### src/inc/cmc_pkg.sv
/*
 * Constants for the core clock mode control block: register offsets on the
 * 8-bit host address bus, field positions and codes.
 * Assumes a 16-bit host data bus and a single system clock.
 */
package cmc_pkg;

   localparam int unsigned ADDR_W = 8;
   localparam int unsigned DATA_W = 16;

   localparam logic [7:0] ADDR_MULT_SETUP   = 8'h01;
   localparam logic [7:0] ADDR_CLK_RELATION = 8'h02;
   localparam logic [7:0] ADDR_PORT_FORMAT  = 8'h09;
   localparam logic [7:0] ADDR_DOWNSAMPLE   = 8'h0C;
   localparam logic [7:0] ADDR_STATUS       = 8'h7F;
   localparam logic [7:0] ADDR_UPSAMPLE     = 8'h80;

   localparam logic [15:0] RESET_VALUE      = 16'h0000;
   localparam logic [15:0] RESET_DOWNSAMPLE = 16'h0001;

   // Multiplier setup fields.
   localparam int unsigned MULT_LSB   = 0;
   localparam int unsigned FB_SRC_BIT = 4;
   // Clock relation fields.
   localparam int unsigned IN_REL_LSB  = 0;
   localparam int unsigned OUT_REL_LSB = 2;
   // Port format fields.
   localparam int unsigned TWO_CH_BIT  = 0;
   localparam int unsigned IN_MUX_BIT  = 1;
   localparam int unsigned OUT_FMT_LSB = 2;
   // Downsample fields.
   localparam int unsigned DS_LSB       = 0;
   localparam int unsigned ALIGN_EN_BIT = 8;
   // Upsample fields.
   localparam int unsigned UP_LSB = 0;
   // Status fields.
   localparam int unsigned ERR_LSB   = 0;
   localparam int unsigned PHASE_LSB = 8;

   localparam logic [1:0] OUT_PARALLEL = 2'h0;
   localparam logic [1:0] OUT_MUXED    = 2'h1;
   localparam logic [1:0] OUT_ODD_EVEN = 2'h2;

   localparam logic [1:0] UP_BYPASS  = 2'h0;
   localparam logic [1:0] UP_2X_CPLX = 2'h1;
   localparam logic [1:0] UP_2X_REAL = 2'h2;
   localparam logic [1:0] UP_4X_REAL = 2'h3;

   localparam logic [2:0] DS_BY_1 = 3'h1;
   localparam logic [2:0] DS_BY_2 = 3'h2;
   localparam logic [2:0] DS_BY_4 = 3'h4;

   localparam logic [1:0] CYCLES_PER_SAMPLE_M1 = 2'h3;

   typedef enum logic [1:0] {
      MULT_X1     = 2'b00,
      MULT_X2     = 2'b01,
      MULT_X4     = 2'b10,
      MULT_BYPASS = 2'b11
   } cmc_mult_e;

endpackage

### src/rtl/cmc_clock_mode_control.sv
/*
 * Core clock mode control: host register file behind the parallel host pins,
 * multiplier and clock relation selects, sample slot phase counter and
 * downsample strobe, and a configuration consistency status.
 * Assumes host pins are asynchronous to clk_sys and a host strobe lasts at
 * least three clk_sys cycles; the bidirectional data wire is resolved outside.
 */
`timescale 1ns/10ps
module cmc_clock_mode_control
   import cmc_pkg::*;
(
   input  wire logic              clk_sys,
   input  wire logic              arst_n,
   input  wire logic [ADDR_W-1:0] host_addr,
   input  wire logic [DATA_W-1:0] host_data_in,
   output logic      [DATA_W-1:0] host_data_out,
   output logic                   host_data_oe,
   input  wire logic              host_cs_n,
   input  wire logic              host_rd_n,
   input  wire logic              host_wr_n,
   input  wire logic              sync_in,
   output logic      [1:0]        mult_sel,
   output logic                   mult_bypass,
   output logic                   feedback_src,
   output logic      [1:0]        in_clk_relation,
   output logic      [1:0]        out_clk_relation,
   output logic                   two_channel,
   output logic                   in_muxed,
   output logic      [1:0]        out_format,
   output logic      [1:0]        upsample_mode,
   output logic      [2:0]        downsample_factor,
   output logic      [1:0]        slot_phase,
   output logic                   slot_strobe,
   output logic                   downsample_strobe,
   output logic      [4:0]        config_error
);

   typedef struct packed {
      logic [2:0][ADDR_W-1:0] addr_sync;
      logic [2:0][DATA_W-1:0] data_sync;
      logic [2:0]             cs_sync;
      logic [2:0]             rd_sync;
      logic [2:0]             wr_sync;
      logic [2:0]             align_sync;
      logic [15:0]            mult_reg;
      logic [15:0]            rel_reg;
      logic [15:0]            fmt_reg;
      logic [15:0]            ds_reg;
      logic [15:0]            up_reg;
      logic [DATA_W-1:0]      rdata;
      logic                   oe;
      logic [1:0]             phase;
      logic                   slot;
      logic [1:0]             ds_count;
      logic                   ds_stb;
      logic [4:0]             err;
      logic [1:0]             mult;
      logic                   bypass;
   } cmc_state_s;

   cmc_state_s st_q;
   cmc_state_s st_d;
   logic       wr_stb;
   logic       align_evt;

   // Decimation code to a count of slots minus one; illegal codes map to zero.
   function automatic logic [1:0] ds_last(input logic [2:0] code);
      logic [1:0] r;
      r = 2'h0;
      if (code == DS_BY_2) begin
         r = 2'h1;
      end else if (code == DS_BY_4) begin
         r = 2'h3;
      end
      return r;
   endfunction

   always_comb begin
      st_d = st_q;
      // Pins pass two flops; writes take address, data and chip select from the third stage.
      st_d.addr_sync  = {st_q.addr_sync[1:0], host_addr};
      st_d.data_sync  = {st_q.data_sync[1:0], host_data_in};
      st_d.cs_sync    = {st_q.cs_sync[1:0], host_cs_n};
      st_d.rd_sync    = {st_q.rd_sync[1:0], host_rd_n};
      st_d.wr_sync    = {st_q.wr_sync[1:0], host_wr_n};
      st_d.align_sync = {st_q.align_sync[1:0], sync_in};

      // Write commits on the rising edge of the write strobe with chip select held.
      wr_stb    = st_q.wr_sync[1] && !st_q.wr_sync[2] && !st_q.cs_sync[2];
      align_evt = st_q.align_sync[1] && !st_q.align_sync[2] && st_q.ds_reg[ALIGN_EN_BIT];

      if (wr_stb) begin
         unique case (st_q.addr_sync[2])
            ADDR_MULT_SETUP:   st_d.mult_reg = st_q.data_sync[2];
            ADDR_CLK_RELATION: st_d.rel_reg  = st_q.data_sync[2];
            ADDR_PORT_FORMAT:  st_d.fmt_reg  = st_q.data_sync[2];
            ADDR_DOWNSAMPLE:   st_d.ds_reg   = st_q.data_sync[2];
            ADDR_UPSAMPLE:     st_d.up_reg   = st_q.data_sync[2];
            default:           st_d.mult_reg = st_q.mult_reg;
         endcase
      end

      // Multiplier outputs are registered in the same edge as the setup register.
      st_d.mult   = st_d.mult_reg[MULT_LSB +: 2];
      st_d.bypass = (st_d.mult_reg[MULT_LSB +: 2] == MULT_BYPASS);

      // Read data is driven while chip select and read strobe are both low.
      st_d.oe = !st_q.cs_sync[1] && !st_q.rd_sync[1];
      unique case (st_q.addr_sync[1])
         ADDR_MULT_SETUP:   st_d.rdata = st_q.mult_reg;
         ADDR_CLK_RELATION: st_d.rdata = st_q.rel_reg;
         ADDR_PORT_FORMAT:  st_d.rdata = st_q.fmt_reg;
         ADDR_DOWNSAMPLE:   st_d.rdata = st_q.ds_reg;
         ADDR_UPSAMPLE:     st_d.rdata = st_q.up_reg;
         ADDR_STATUS:       st_d.rdata = {6'h00, st_q.phase, 3'h0, st_q.err};
         default:           st_d.rdata = 16'h0000;
      endcase

      // Four core cycles per sample slot; sync realigns to phase zero.
      if (align_evt) begin
         st_d.phase = 2'h0;
      end else begin
         st_d.phase = st_q.phase + 2'h1;
      end
      st_d.slot = (st_d.phase == CYCLES_PER_SAMPLE_M1);

      // Downsample strobe fires on the last slot of each group of factor slots.
      if (align_evt) begin
         st_d.ds_count = 2'h0;
      end else if (st_d.slot) begin
         if (st_q.ds_count >= ds_last(st_q.ds_reg[DS_LSB +: 3])) begin
            st_d.ds_count = 2'h0;
         end else begin
            st_d.ds_count = st_q.ds_count + 2'h1;
         end
      end
      st_d.ds_stb = st_d.slot && !align_evt &&
                    (st_q.ds_count >= ds_last(st_q.ds_reg[DS_LSB +: 3]));

      // Consistency flags; they report only, the host must fix the setup.
      st_d.err[0] = (st_q.ds_reg[DS_LSB +: 3] != DS_BY_1) && (st_q.ds_reg[DS_LSB +: 3] != DS_BY_2) &&
                    (st_q.ds_reg[DS_LSB +: 3] != DS_BY_4);
      st_d.err[1] = (st_q.mult_reg[MULT_LSB +: 2] == MULT_BYPASS) &&
                    (st_q.ds_reg[DS_LSB +: 3] != DS_BY_4);
      st_d.err[2] = (st_q.fmt_reg[OUT_FMT_LSB +: 2] == OUT_ODD_EVEN) &&
                    (st_q.up_reg[UP_LSB +: 2] != UP_2X_REAL) && (st_q.up_reg[UP_LSB +: 2] != UP_4X_REAL);
      st_d.err[3] = st_q.fmt_reg[TWO_CH_BIT] && !st_q.fmt_reg[IN_MUX_BIT];
      st_d.err[4] = st_q.fmt_reg[TWO_CH_BIT] &&
                    ((st_q.ds_reg[DS_LSB +: 3] == DS_BY_4) || (st_q.up_reg[UP_LSB +: 2] == UP_4X_REAL));
   end

   always_ff @(posedge clk_sys or negedge arst_n) begin
      if (!arst_n) begin
         st_q            <= '0;
         st_q.cs_sync    <= 3'h7;
         st_q.rd_sync    <= 3'h7;
         st_q.wr_sync    <= 3'h7;
         st_q.ds_reg     <= RESET_DOWNSAMPLE;
         st_q.mult_reg   <= RESET_VALUE;
      end else begin
         st_q <= st_d;
      end
   end

   assign mult_sel          = st_q.mult;
   assign mult_bypass       = st_q.bypass;
   assign feedback_src      = st_q.mult_reg[FB_SRC_BIT];
   assign in_clk_relation   = st_q.rel_reg[IN_REL_LSB +: 2];
   assign out_clk_relation  = st_q.rel_reg[OUT_REL_LSB +: 2];
   assign two_channel       = st_q.fmt_reg[TWO_CH_BIT];
   assign in_muxed          = st_q.fmt_reg[IN_MUX_BIT];
   assign out_format        = st_q.fmt_reg[OUT_FMT_LSB +: 2];
   assign upsample_mode     = st_q.up_reg[UP_LSB +: 2];
   assign downsample_factor = st_q.ds_reg[DS_LSB +: 3];
   assign slot_phase        = st_q.phase;
   assign slot_strobe       = st_q.slot;
   assign downsample_strobe = st_q.ds_stb;
   assign config_error      = st_q.err;
   assign host_data_out     = st_q.rdata;
   assign host_data_oe      = st_q.oe;

   property p_mult_write;
      @(posedge clk_sys) disable iff (!arst_n)
      wr_stb && (st_q.addr_sync[2] == ADDR_MULT_SETUP) |=> mult_sel == $past(st_q.data_sync[2][1:0]);
   endproperty
   a_mult_write: assert property (p_mult_write) else $error("multiplier select not taken from write");

   property p_slot_four;
      @(posedge clk_sys) disable iff (!arst_n)
      slot_strobe && !align_evt ##1 (!align_evt)[*3] |=> slot_strobe;
   endproperty
   a_slot_four: assert property (p_slot_four) else $error("sample slot is not four cycles");

   property p_slot_single;
      @(posedge clk_sys) disable iff (!arst_n)
      slot_strobe |=> !slot_strobe;
   endproperty
   a_slot_single: assert property (p_slot_single) else $error("slot strobe longer than one cycle");

   property p_bypass;
      @(posedge clk_sys) disable iff (!arst_n)
      wr_stb && (st_q.addr_sync[2] == ADDR_MULT_SETUP) && (st_q.data_sync[2][1:0] == MULT_BYPASS)
      |=> mult_bypass ##1 (mult_sel == MULT_BYPASS);
   endproperty
   a_bypass: assert property (p_bypass) else $error("bypass not selected after write");

   property p_fb_src;
      @(posedge clk_sys) disable iff (!arst_n)
      wr_stb && (st_q.addr_sync[2] == ADDR_MULT_SETUP) |=> feedback_src == $past(st_q.data_sync[2][4]);
   endproperty
   a_fb_src: assert property (p_fb_src) else $error("feedback source not taken from write");

   property p_relation;
      @(posedge clk_sys) disable iff (!arst_n)
      wr_stb && (st_q.addr_sync[2] == ADDR_CLK_RELATION) |=> out_clk_relation == $past(st_q.data_sync[2][3:2]);
   endproperty
   a_relation: assert property (p_relation) else $error("clock relation not taken from write");

   property p_format;
      @(posedge clk_sys) disable iff (!arst_n)
      wr_stb && (st_q.addr_sync[2] == ADDR_PORT_FORMAT) |=> two_channel == $past(st_q.data_sync[2][0]);
   endproperty
   a_format: assert property (p_format) else $error("channel count not taken from write");

   property p_ds_in_slot;
      @(posedge clk_sys) disable iff (!arst_n)
      downsample_strobe |-> slot_strobe && (slot_phase == 2'h3);
   endproperty
   a_ds_in_slot: assert property (p_ds_in_slot) else $error("downsample strobe outside slot end");

   property p_align;
      @(posedge clk_sys) disable iff (!arst_n)
      align_evt |=> (slot_phase == 2'h0) ##3 slot_strobe;
   endproperty
   a_align: assert property (p_align) else $error("phase counter did not realign");

endmodule

### config.mk
export PLATFORM = sky130hd
export DESIGN_NAME = cmc_clock_mode_control
export DESIGN_NICKNAME = d
export VERILOG_FILES = /design/src/inc/cmc_pkg.sv /design/src/rtl/cmc_clock_mode_control.sv
export SDC_FILE = /design/constraint.sdc
export NUM_CORES = 1
export LEC_CHECK = 0
export BUFFER_PORTS_ARGS = -buffer_cell sky130_fd_sc_hd__buf_2
export CAP_MARGIN = 0
export CORE_MARGIN = 1.5
export CORE_UTILIZATION = 58
export DETAILED_ROUTE_END_ITERATION = 6
export PLACE_DENSITY = 0.78
export RECOVER_POWER = 100
export SYNTH_ARGS = -nofsm -noshare
export SYNTH_HDL_FRONTEND = slang
export SYNTH_SLANG_ARGS = --single-unit
### constraint.sdc
create_clock -name clk_sys -period 2 [get_ports clk_sys]
set_input_delay 0 -clock clk_sys [delete_from_list [all_inputs] [get_ports clk_sys]]
set_output_delay 0 -clock clk_sys [all_outputs]
set_load 0.03 [all_outputs]
==> out/qor_table.md, run 1 <==
| Quantity | Reported |
|:---|:---|
| Top_reg_cell synth | dfrtp_1 |
| Top cell family by delay on the critical path | simple AND/OR/NAND/NOR gates |
| Via-per-instance ratio | 5.70 |
| Hpwl dp | 9060 µm |
| Area of combinational cells with multiple inputs | 2210 µm² |
| PnR Total Power | 0.00821 W |
| Antenna violations before repair | 0 |
| Congestion Overflow GR | 0 |
| Final count of hold timing violations | 0 |
| Library cell contributing the largest single delay on the critical path | or3_1 |
| Die Area | 13500 µm² |
| Top layer in use | met4 |
| Cell accounting for the most synthesized area | dfrtp_1 |
| Vias post-DR | 4338 |
| Largest net degree at the start of global routing | 72 |
| Routed length per placed instance | 19.1 µm |
| Setup fix buffers added after clock tree synthesis | 0 |
| H-tree levels | 4 |
| Insertion delay to the later sink of the worst-skew pair | 0.43 ns |
| Number of buffers inserted during clock tree synthesis | 17 |
| Row cnt | 41 |
| RSZ-0062 raised after global routing | no |
| Most common cell after layout, fill and taps aside | dfrtp_1 |
| Number of detailed-routing iterations run before antenna repair | 6 |
| Crit path cell chain | or3_1 > clkbuf_2 > a311oi_1 > a221o_1 |
| Yosys warning count | 0 |
| Max-cap check violation count | 1 |
| Net count after synthesis | 526 |
| Net Switching | 0.00178 W |
| Cell count after synthesis | 494 |
| Finish-stage setup viols | 0 |
| Maximum cell stage delay along the critical path | 0.61 ns |
| DIE HEIGHT | 116 µm |
| First-pass GRT wire length | 22900 µm |
| Effective utilization at floorplan | 0.591 |
| Cts repair resizes | 0 |
| Arrival time reported for the critical path endpoint | 2.22 ns |
| Core Util, Final | 0.692 |
| Transition time of the tightest slew-check pin | 1.60 ns |
| # nets final | 608 |
| Static leakage power | 4.14 nW |
| Violated checks | max-capacitance violations, max-slew violations |
| Relative contribution of sequential cells to total power | 0.503 |
| GPL Wtd Cong | 0.801 |
| Number of storage elements in the synthesis netlist | 192 |
| Clock buffer depth | 2 |
| Post-Route Setup TNS | 0 ns |
| Horizontal extent of the die | 116 µm |
| Async SR Flop Fraction | 1.00 |
| Total routed wirelength | 14500 µm |
| Clock share of power | 0.446 |
| Buffers plus inverters on the worst setup path | 1 |
| Clock Pin Slew Worst Setup and Hold Paths | 0.07 ns |
| Switching share of power | 0.217 |
| Number of synthesized flops with an enable pin | 0 |
| Part of the cycle the worst path needs | 0.928 |
| Port bufs | 72 |
| Worst setup SP type | flop |
| Max Clock Skew | 0.00706 ns |
| CTS tree | yes |
| Max-slew violation count | 70 |
| Combined area of all synthesized cells | 7430 µm² |
| Part of the power in combinational logic | 0.050 |
| Result of the run | finished, violations left |
| Standard cell core area | 12600 µm² |
| Worst relative slew slack | -0.0640 |
| Min-delay worst type | input port to flop |
| Amount of wire on met2 after detailed routing | 7380 µm |
| Maximum clock frequency | 0.539 GHz |
| Routed length on met1 | 6270 µm |
| Clock root cell | clkbuf_16 |
| Total track usage | 0.231 |
| Diodes inserted | 0 |
| Vias in the first global route | 4390 |
| Post-route ant nets | 0 |
| Type of the worst setup path | flop to flop |
| DRT iter0 DRCs | 347 |
| Area added between synthesis and finish | 17.0% |
| Capturing element type of the critical path | flop |
| DRC violations left | 0 |
| CTS Sinks | 192 |
| FF+latch area | 4820 µm² |
| I/O pins | 73 |
| # fillers | 855 |
| Distinct cell type count of the synthesized netlist | 51 |
| Highest-count cells in the layout ignoring fill and taps | dfrtp_1 (183), mux2_2 (78), clkbuf_1 (43), dlygate4sd3_1 (29), buf_2 (29) |
| Post-synthesis area per instance | 15.0 µm² |
| Total power density per cell area | 944 nW/µm² |
| Fraction of final layout cells sized beyond drive strength 1 | 0.306 |
| Yosys top cell area share | 0.617 |
| Worst-case vdd ir drop | 667 µV |
| Share of synthesized area occupied by flip-flops and latches | 0.648 |
| Cell internal power dissipation | 0.00643 W |
| Dominant cells by area after synthesis | dfrtp_1 (62%), mux2_2 (12%), buf_4 (3.7%), dfstp_2 (3.2%), and4b_1 (1.8%) |
| Hold_buf cts | 29 |
| Post-route minimum period | 1.86 ns |
| Max FO, Critical Path | 11 |
| Total met3 wirelength after detailed routing | 678 µm |
| Required time at the endpoint of the critical path | 2.36 ns |
-- Yosys cell counts (4+ instances only) --
library cell,number
dfrtp_1,183
mux2_2,78
buf_4,37
clkbuf_1,14
nand4b_1,14
and4b_1,13
a221o_1,12
nor2_1,12
dfstp_2,9
a211o_1,7
a311oi_1,7
nand2_1,7
or4bb_1,7
and3b_1,6
nand3b_1,6
nand4_1,6
a21oi_1,5
a22o_1,4
and3_1,4
buf_6,4
nand2b_1,4
nand4_2,4
nor2b_1,4
-- power groups by stage --
| stage | Combinational [W] | Clock, W | Sequential (W) |
|---|---|---|---|
| floorplan | 0.000175 | 0 | 0.00421 |
| detailed placement | 0.000387 | 0 | 0.00420 |
| global route | 0.000450 | 0.00389 | 0.00415 |
| global placement | 0.000377 | 0 | 0.00419 |
| CTS | 0.000432 | 0.00371 | 0.00413 |
| finish | 0.000413 | 0.00366 | 0.00413 |
-- registers in the layout, indices dropped and copies added (netlist names) --
| name | cells |
|---|---|
| config_error | 5 |
| downsample_factor | 3 |
| downsample_strobe | 1 |
| feedback_src | 1 |
| host_data_oe | 1 |
| host_data_out | 16 |
| in_clk_relation | 2 |
| in_muxed | 1 |
| mult_bypass | 1 |
| out_clk_relation | 2 |
| out_format | 2 |
| slot_phase | 2 |
| slot_strobe | 1 |
| st_d | 56 |
| st_q | 95 |
| two_channel | 1 |
| upsample_mode | 2 |
-- path summary, 6_finish.rpt --
path	slack [ns]	depth (start not counted)	end	start
max in group asynchronous	0.40	3	st_q[43]	arst_n
worst min-delay path	0.20	2	st_d[140]	host_data_in[1]
worst min register to register	0.35	0	st_d[161]	st_d[145]
min in group asynchronous	0.52	2	host_data_out[7]	arst_n
worst max register to register	0.14	4	host_data_out[11]	st_d[192]
worst max-delay path	0.14	4	host_data_out[11]	st_d[192]
-- worst register-to-register path: stages (launching register included) --
cell and delay [ns]:
dfrtp_1 0.43, or3_1 0.61, clkbuf_2 0.28, a311oi_1 0.31, a221o_1 0.16
-- logic make-up after synthesis --
logic type               after synthesis  share of synthesized area
AO/OA/AOI/OAI                         48                     0.0546
XOR/XNOR                               2                    0.00236
adder cells (fa/ha/maj)                2                    0.00337
buffers and inverters                 62                     0.0546
flip-flops                           192                      0.648
multiplexers                          81                      0.123
AND/OR/NAND/NOR                      107                      0.114
-- through the flow --
step	hold WS [ns]	std cells	cell area [µm²]	setup slack, ns
3_3_place_gp	0.0415	700	7820	0.210
2_1_floorplan	-0.296	494	7430	0.261
4_1_cts	0.158	761	8760	0.176
6_report	0.205	761	8690	0.143
5_1_grt	0.191	761	8690	0.0605
3_5_place_dp	0.0481	700	7820	0.213
-- final cells by class --
class / instances / share of cell area
Tap cell: 172 / 0.0248
Clock buffer: 18 / 0.0505
Inverter: 1 / 0.000432
Clock inverter: 14 / 0.0242
Sequential cell: 192 / 0.554
Timing Repair Buffer: 124 / 0.0923
Multi-Input combinational cell: 240 / 0.254
-- layer usage --
metal,global-route usage,vias up
met3,0.0597,16
met2,0.380,114
met1,0.305,2256
met4,0.0707,0
met5,0,-
li1,-,1952
(Power assumes the default switching activity.)
==> run 2, diff against run 1 <==
--- a/config.mk
+++ b/config.mk
@@ -5,12 +5,12 @@
 export SDC_FILE = /design/constraint.sdc
 export NUM_CORES = 1
 export LEC_CHECK = 0
-export BUFFER_PORTS_ARGS = -buffer_cell sky130_fd_sc_hd__buf_2
+export BUFFER_PORTS_ARGS = -buffer_cell sky130_fd_sc_hd__buf_4
 export CAP_MARGIN = 0
 export CORE_MARGIN = 1.5
 export CORE_UTILIZATION = 58
 export DETAILED_ROUTE_END_ITERATION = 6
-export PLACE_DENSITY = 0.78
+export PLACE_DENSITY = 0.88
 export RECOVER_POWER = 100
 export SYNTH_ARGS = -nofsm -noshare
 export SYNTH_HDL_FRONTEND = slang
==> run 2 against run 1 <==
The run now ends clean; critical path type unchanged; count of clock-buffer cells in the layout is 3 higher; design area up 0.75%; setup slack lost 0.057 ns; global-route usage increased by 1.4 points; combinational power is 2% higher; sequential share of layout area decreased by 0.41 points; via count rose by 4.0%; core utilization increased by 0.52 points; critical path depth grew 1; die area stayed put; largest cell class unchanged; clock power grew 6.8%.
==> out/qor_table.md, run 2 (synthesized netlist as in run 1, its figures left out) <==
| Quantity | Reported | vs previous |
|:---|:---|:---|
| Result of the run | complete, no violations |  |
| Clock Pin Slew Worst Setup and Hold Paths | 0.07 ns | about the same |
| Number of buffers inserted during clock tree synthesis | 17 | unchanged |
| Min-delay worst type | input port to asynchronous set/reset pin |  |
| DRC violations left | 0 | unchanged |
| # nets final | 611 | +0.49% |
| Row cnt | 41 | unchanged |
| Total power density per cell area | 966 nW/µm² | +2.4% |
| Number of flip-flops in the largest register | 95 | unchanged |
| Vias post-DR | 4513 | +4.0% |
| Maximum cell stage delay along the critical path | 0.46 ns | -0.15 ns |
| Finish-stage setup viols | 0 | unchanged |
| Die Area | 13500 µm² | unchanged |
| Max Clock Skew | 0.00803 ns | +0.000972 ns |
| Register-to-register setup slack | 0.09 ns | -0.06 ns |
| Post-Route Setup TNS | 0 ns | unchanged |
| # fillers | 828 | -3.2% |
| Required time at the endpoint of the critical path | 2.36 ns | about the same |
| Total track usage | 0.245 | +0.0141 |
| Port bufs | 72 | unchanged |
| Vias in the first global route | 4696 | +7.0% |
| Worst relative slew slack | 0.283 | +0.347 |
| Highest-count cells in the layout ignoring fill and taps | dfrtp_1 (183), mux2_2 (78), clkbuf_1 (49), clkbuf_4 (30), dlygate4sd3_1 (29) |  |
| I/O pins | 73 | unchanged |
| Clock buffer depth | 2 | unchanged |
| Register containing the most flip-flops in the final layout | st_q |  |
| Max-slew violation count | 0 | -100% |
| Via-per-instance ratio | 5.91 | +3.6% |
| CTS Sinks | 192 | unchanged |
| Insertion delay to the later sink of the worst-skew pair | 0.43 ns | about the same |
| Buffers plus inverters on the worst setup path | 2 | +1 |
| Maximum clock frequency | 0.523 GHz | -3.0% |
| Transition time of the tightest slew-check pin | 1.08 ns | -0.521 ns |
| Max-cap check violation count | 0 | -1 |
| Routed length per placed instance | 20.0 µm | +4.9% |
| Largest net degree at the start of global routing | 75 | +4.2% |
| Arrival time reported for the critical path endpoint | 2.27 ns | +0.05 ns |
| CTS tree | yes |  |
| Setup fix buffers added after clock tree synthesis | 0 | unchanged |
| H-tree levels | 4 | unchanged |
| Final count of hold timing violations | 0 | unchanged |
| DRT iter0 DRCs | 332 | -4.3% |
| Antenna violations before repair | 0 | unchanged |
| Total met3 wirelength after detailed routing | 1010 µm | +49% |
| Congestion Overflow GR | 0 | unchanged |
| Worst setup SP type | flop |  |
| Static leakage power | 4.15 nW | +0.19% |
| Hpwl dp | 9530 µm | +5.2% |
| Core Util, Final | 0.697 | +0.00518 |
| Library cell contributing the largest single delay on the critical path | or3_1 |  |
| Cts repair resizes | 0 | unchanged |
| Diodes inserted | 0 | unchanged |
| Number of detailed-routing iterations run before antenna repair | 5 | -1 |
| Fraction of final layout cells sized beyond drive strength 1 | 0.294 | -0.0117 |
| Top layer in use | met4 |  |
| Max FO, Critical Path | 16 | +5 |
| Post-route ant nets | 0 | unchanged |
| DIE HEIGHT | 116 µm | unchanged |
| RSZ-0062 raised after global routing | no |  |
| Part of the cycle the worst path needs | 0.957 | +0.0283 |
| Total routed wirelength | 15300 µm | +5.3% |
| Hold_buf cts | 29 | unchanged |
| Top cell family by delay on the critical path | simple AND/OR/NAND/NOR gates |  |
| Amount of wire on met2 after detailed routing | 7630 µm | +3.4% |
| Area added between synthesis and finish | 17.9% |  |
| Worst-case vdd ir drop | 541 µV | -19% |
| Standard cell core area | 12600 µm² | unchanged |
| Clock root cell | clkbuf_16 |  |
| Horizontal extent of the die | 116 µm | unchanged |
| Type of the worst setup path | flop to flop |  |
| Post-route minimum period | 1.91 ns | +0.0567 ns |
| Most common cell after layout, fill and taps aside | dfrtp_1 |  |
| Effective utilization at floorplan | 0.591 | unchanged |
| First-pass GRT wire length | 24400 µm | +6.5% |
| Crit path cell chain | or3_1 > clkbuf_2 > nor3b_2 > buf_4 > a221o_1 |  |
| Routed length on met1 | 6170 µm | -1.6% |
| GPL Wtd Cong | 0.872 | +8.9% |
| Capturing element type of the critical path | flop |  |
-- run 2: changes by cell type in the layout (fill, tap and decap cells not counted), sizes merged --
| cell | before | now |
|---|---|---|
| clkbuf | 63 | 106 |
| buf | 50 | 13 |
| bufinv | 5 | 7 |
| clkinvlp | 3 | 1 |
| inv | 3 | 1 |
| clkinv | 4 | 3 |
-- run 2: final timing paths --
check	depth (start not counted)	to	start
min	2	st_d[150]	arst_n
min in group clk_sys	2	st_d[147]	host_data_in[8]
max in group asynchronous	3	st_d[191]	arst_n
min reg2reg	0	st_d[161]	st_d[145]
max reg2reg	5	host_data_out[14]	st_d[192]
max	5	host_data_out[14]	st_d[192]
-- run 2: report_power, final --
| part | total (W) | switching [W] | internal (W) | leakage, nW |
|---|---|---|---|---|
| sequential | 0.00413 | 0.000104 | 0.00403 | 2.46 |
| clock | 0.00391 | 0.00138 | 0.00253 | 0.337 |
| combinational | 0.000421 | 0.000265 | 0.000157 | 1.35 |
| total | 0.00846 | 0.00175 | 0.00672 | 4.15 |
-- run 2: worst reg2reg max path, stage by stage, from the launching register on --
cell	delay, ns
dfrtp_1	0.42
or3_1	0.46
clkbuf_2	0.32
nor3b_2	0.24
buf_4	0.20
a221o_1	0.21
-- run 2: area by class of cell --
class                   count  area [µm²]  area share
multi-input cells         240        2190       0.250
repair buffers            127         836      0.0954
well taps                 172         215      0.0246
inverters                   1        3.75    0.000429
flip-flops and latches    192        4820       0.550
clock inverters            11         233      0.0266
clock buffers              21         460      0.0526
-- run 2: routing by layer --
layer / up-vias / GRT usage
met5: - / 0
met4: 0 / 0.114
met3: 41 / 0.0612
met2: 208 / 0.390
met1: 2308 / 0.320
li1: 1956 / -
-- run 2: per-stage QoR --
step	hold slack (ns)	total power (W)	worst slack, ns	instance area [µm²]	cells
3_5_place_dp	0.0566	0.00463	0.212	8020	703
2_1_floorplan	-0.296	0.00438	0.261	7430	494
4_1_cts	0.160	0.00857	0.116	9000	764
6_report	0.118	0.00846	0.0867	8760	764
3_3_place_gp	0.0478	0.00460	0.256	8020	703
5_1_grt	0.192	0.00875	0.0245	8760	764
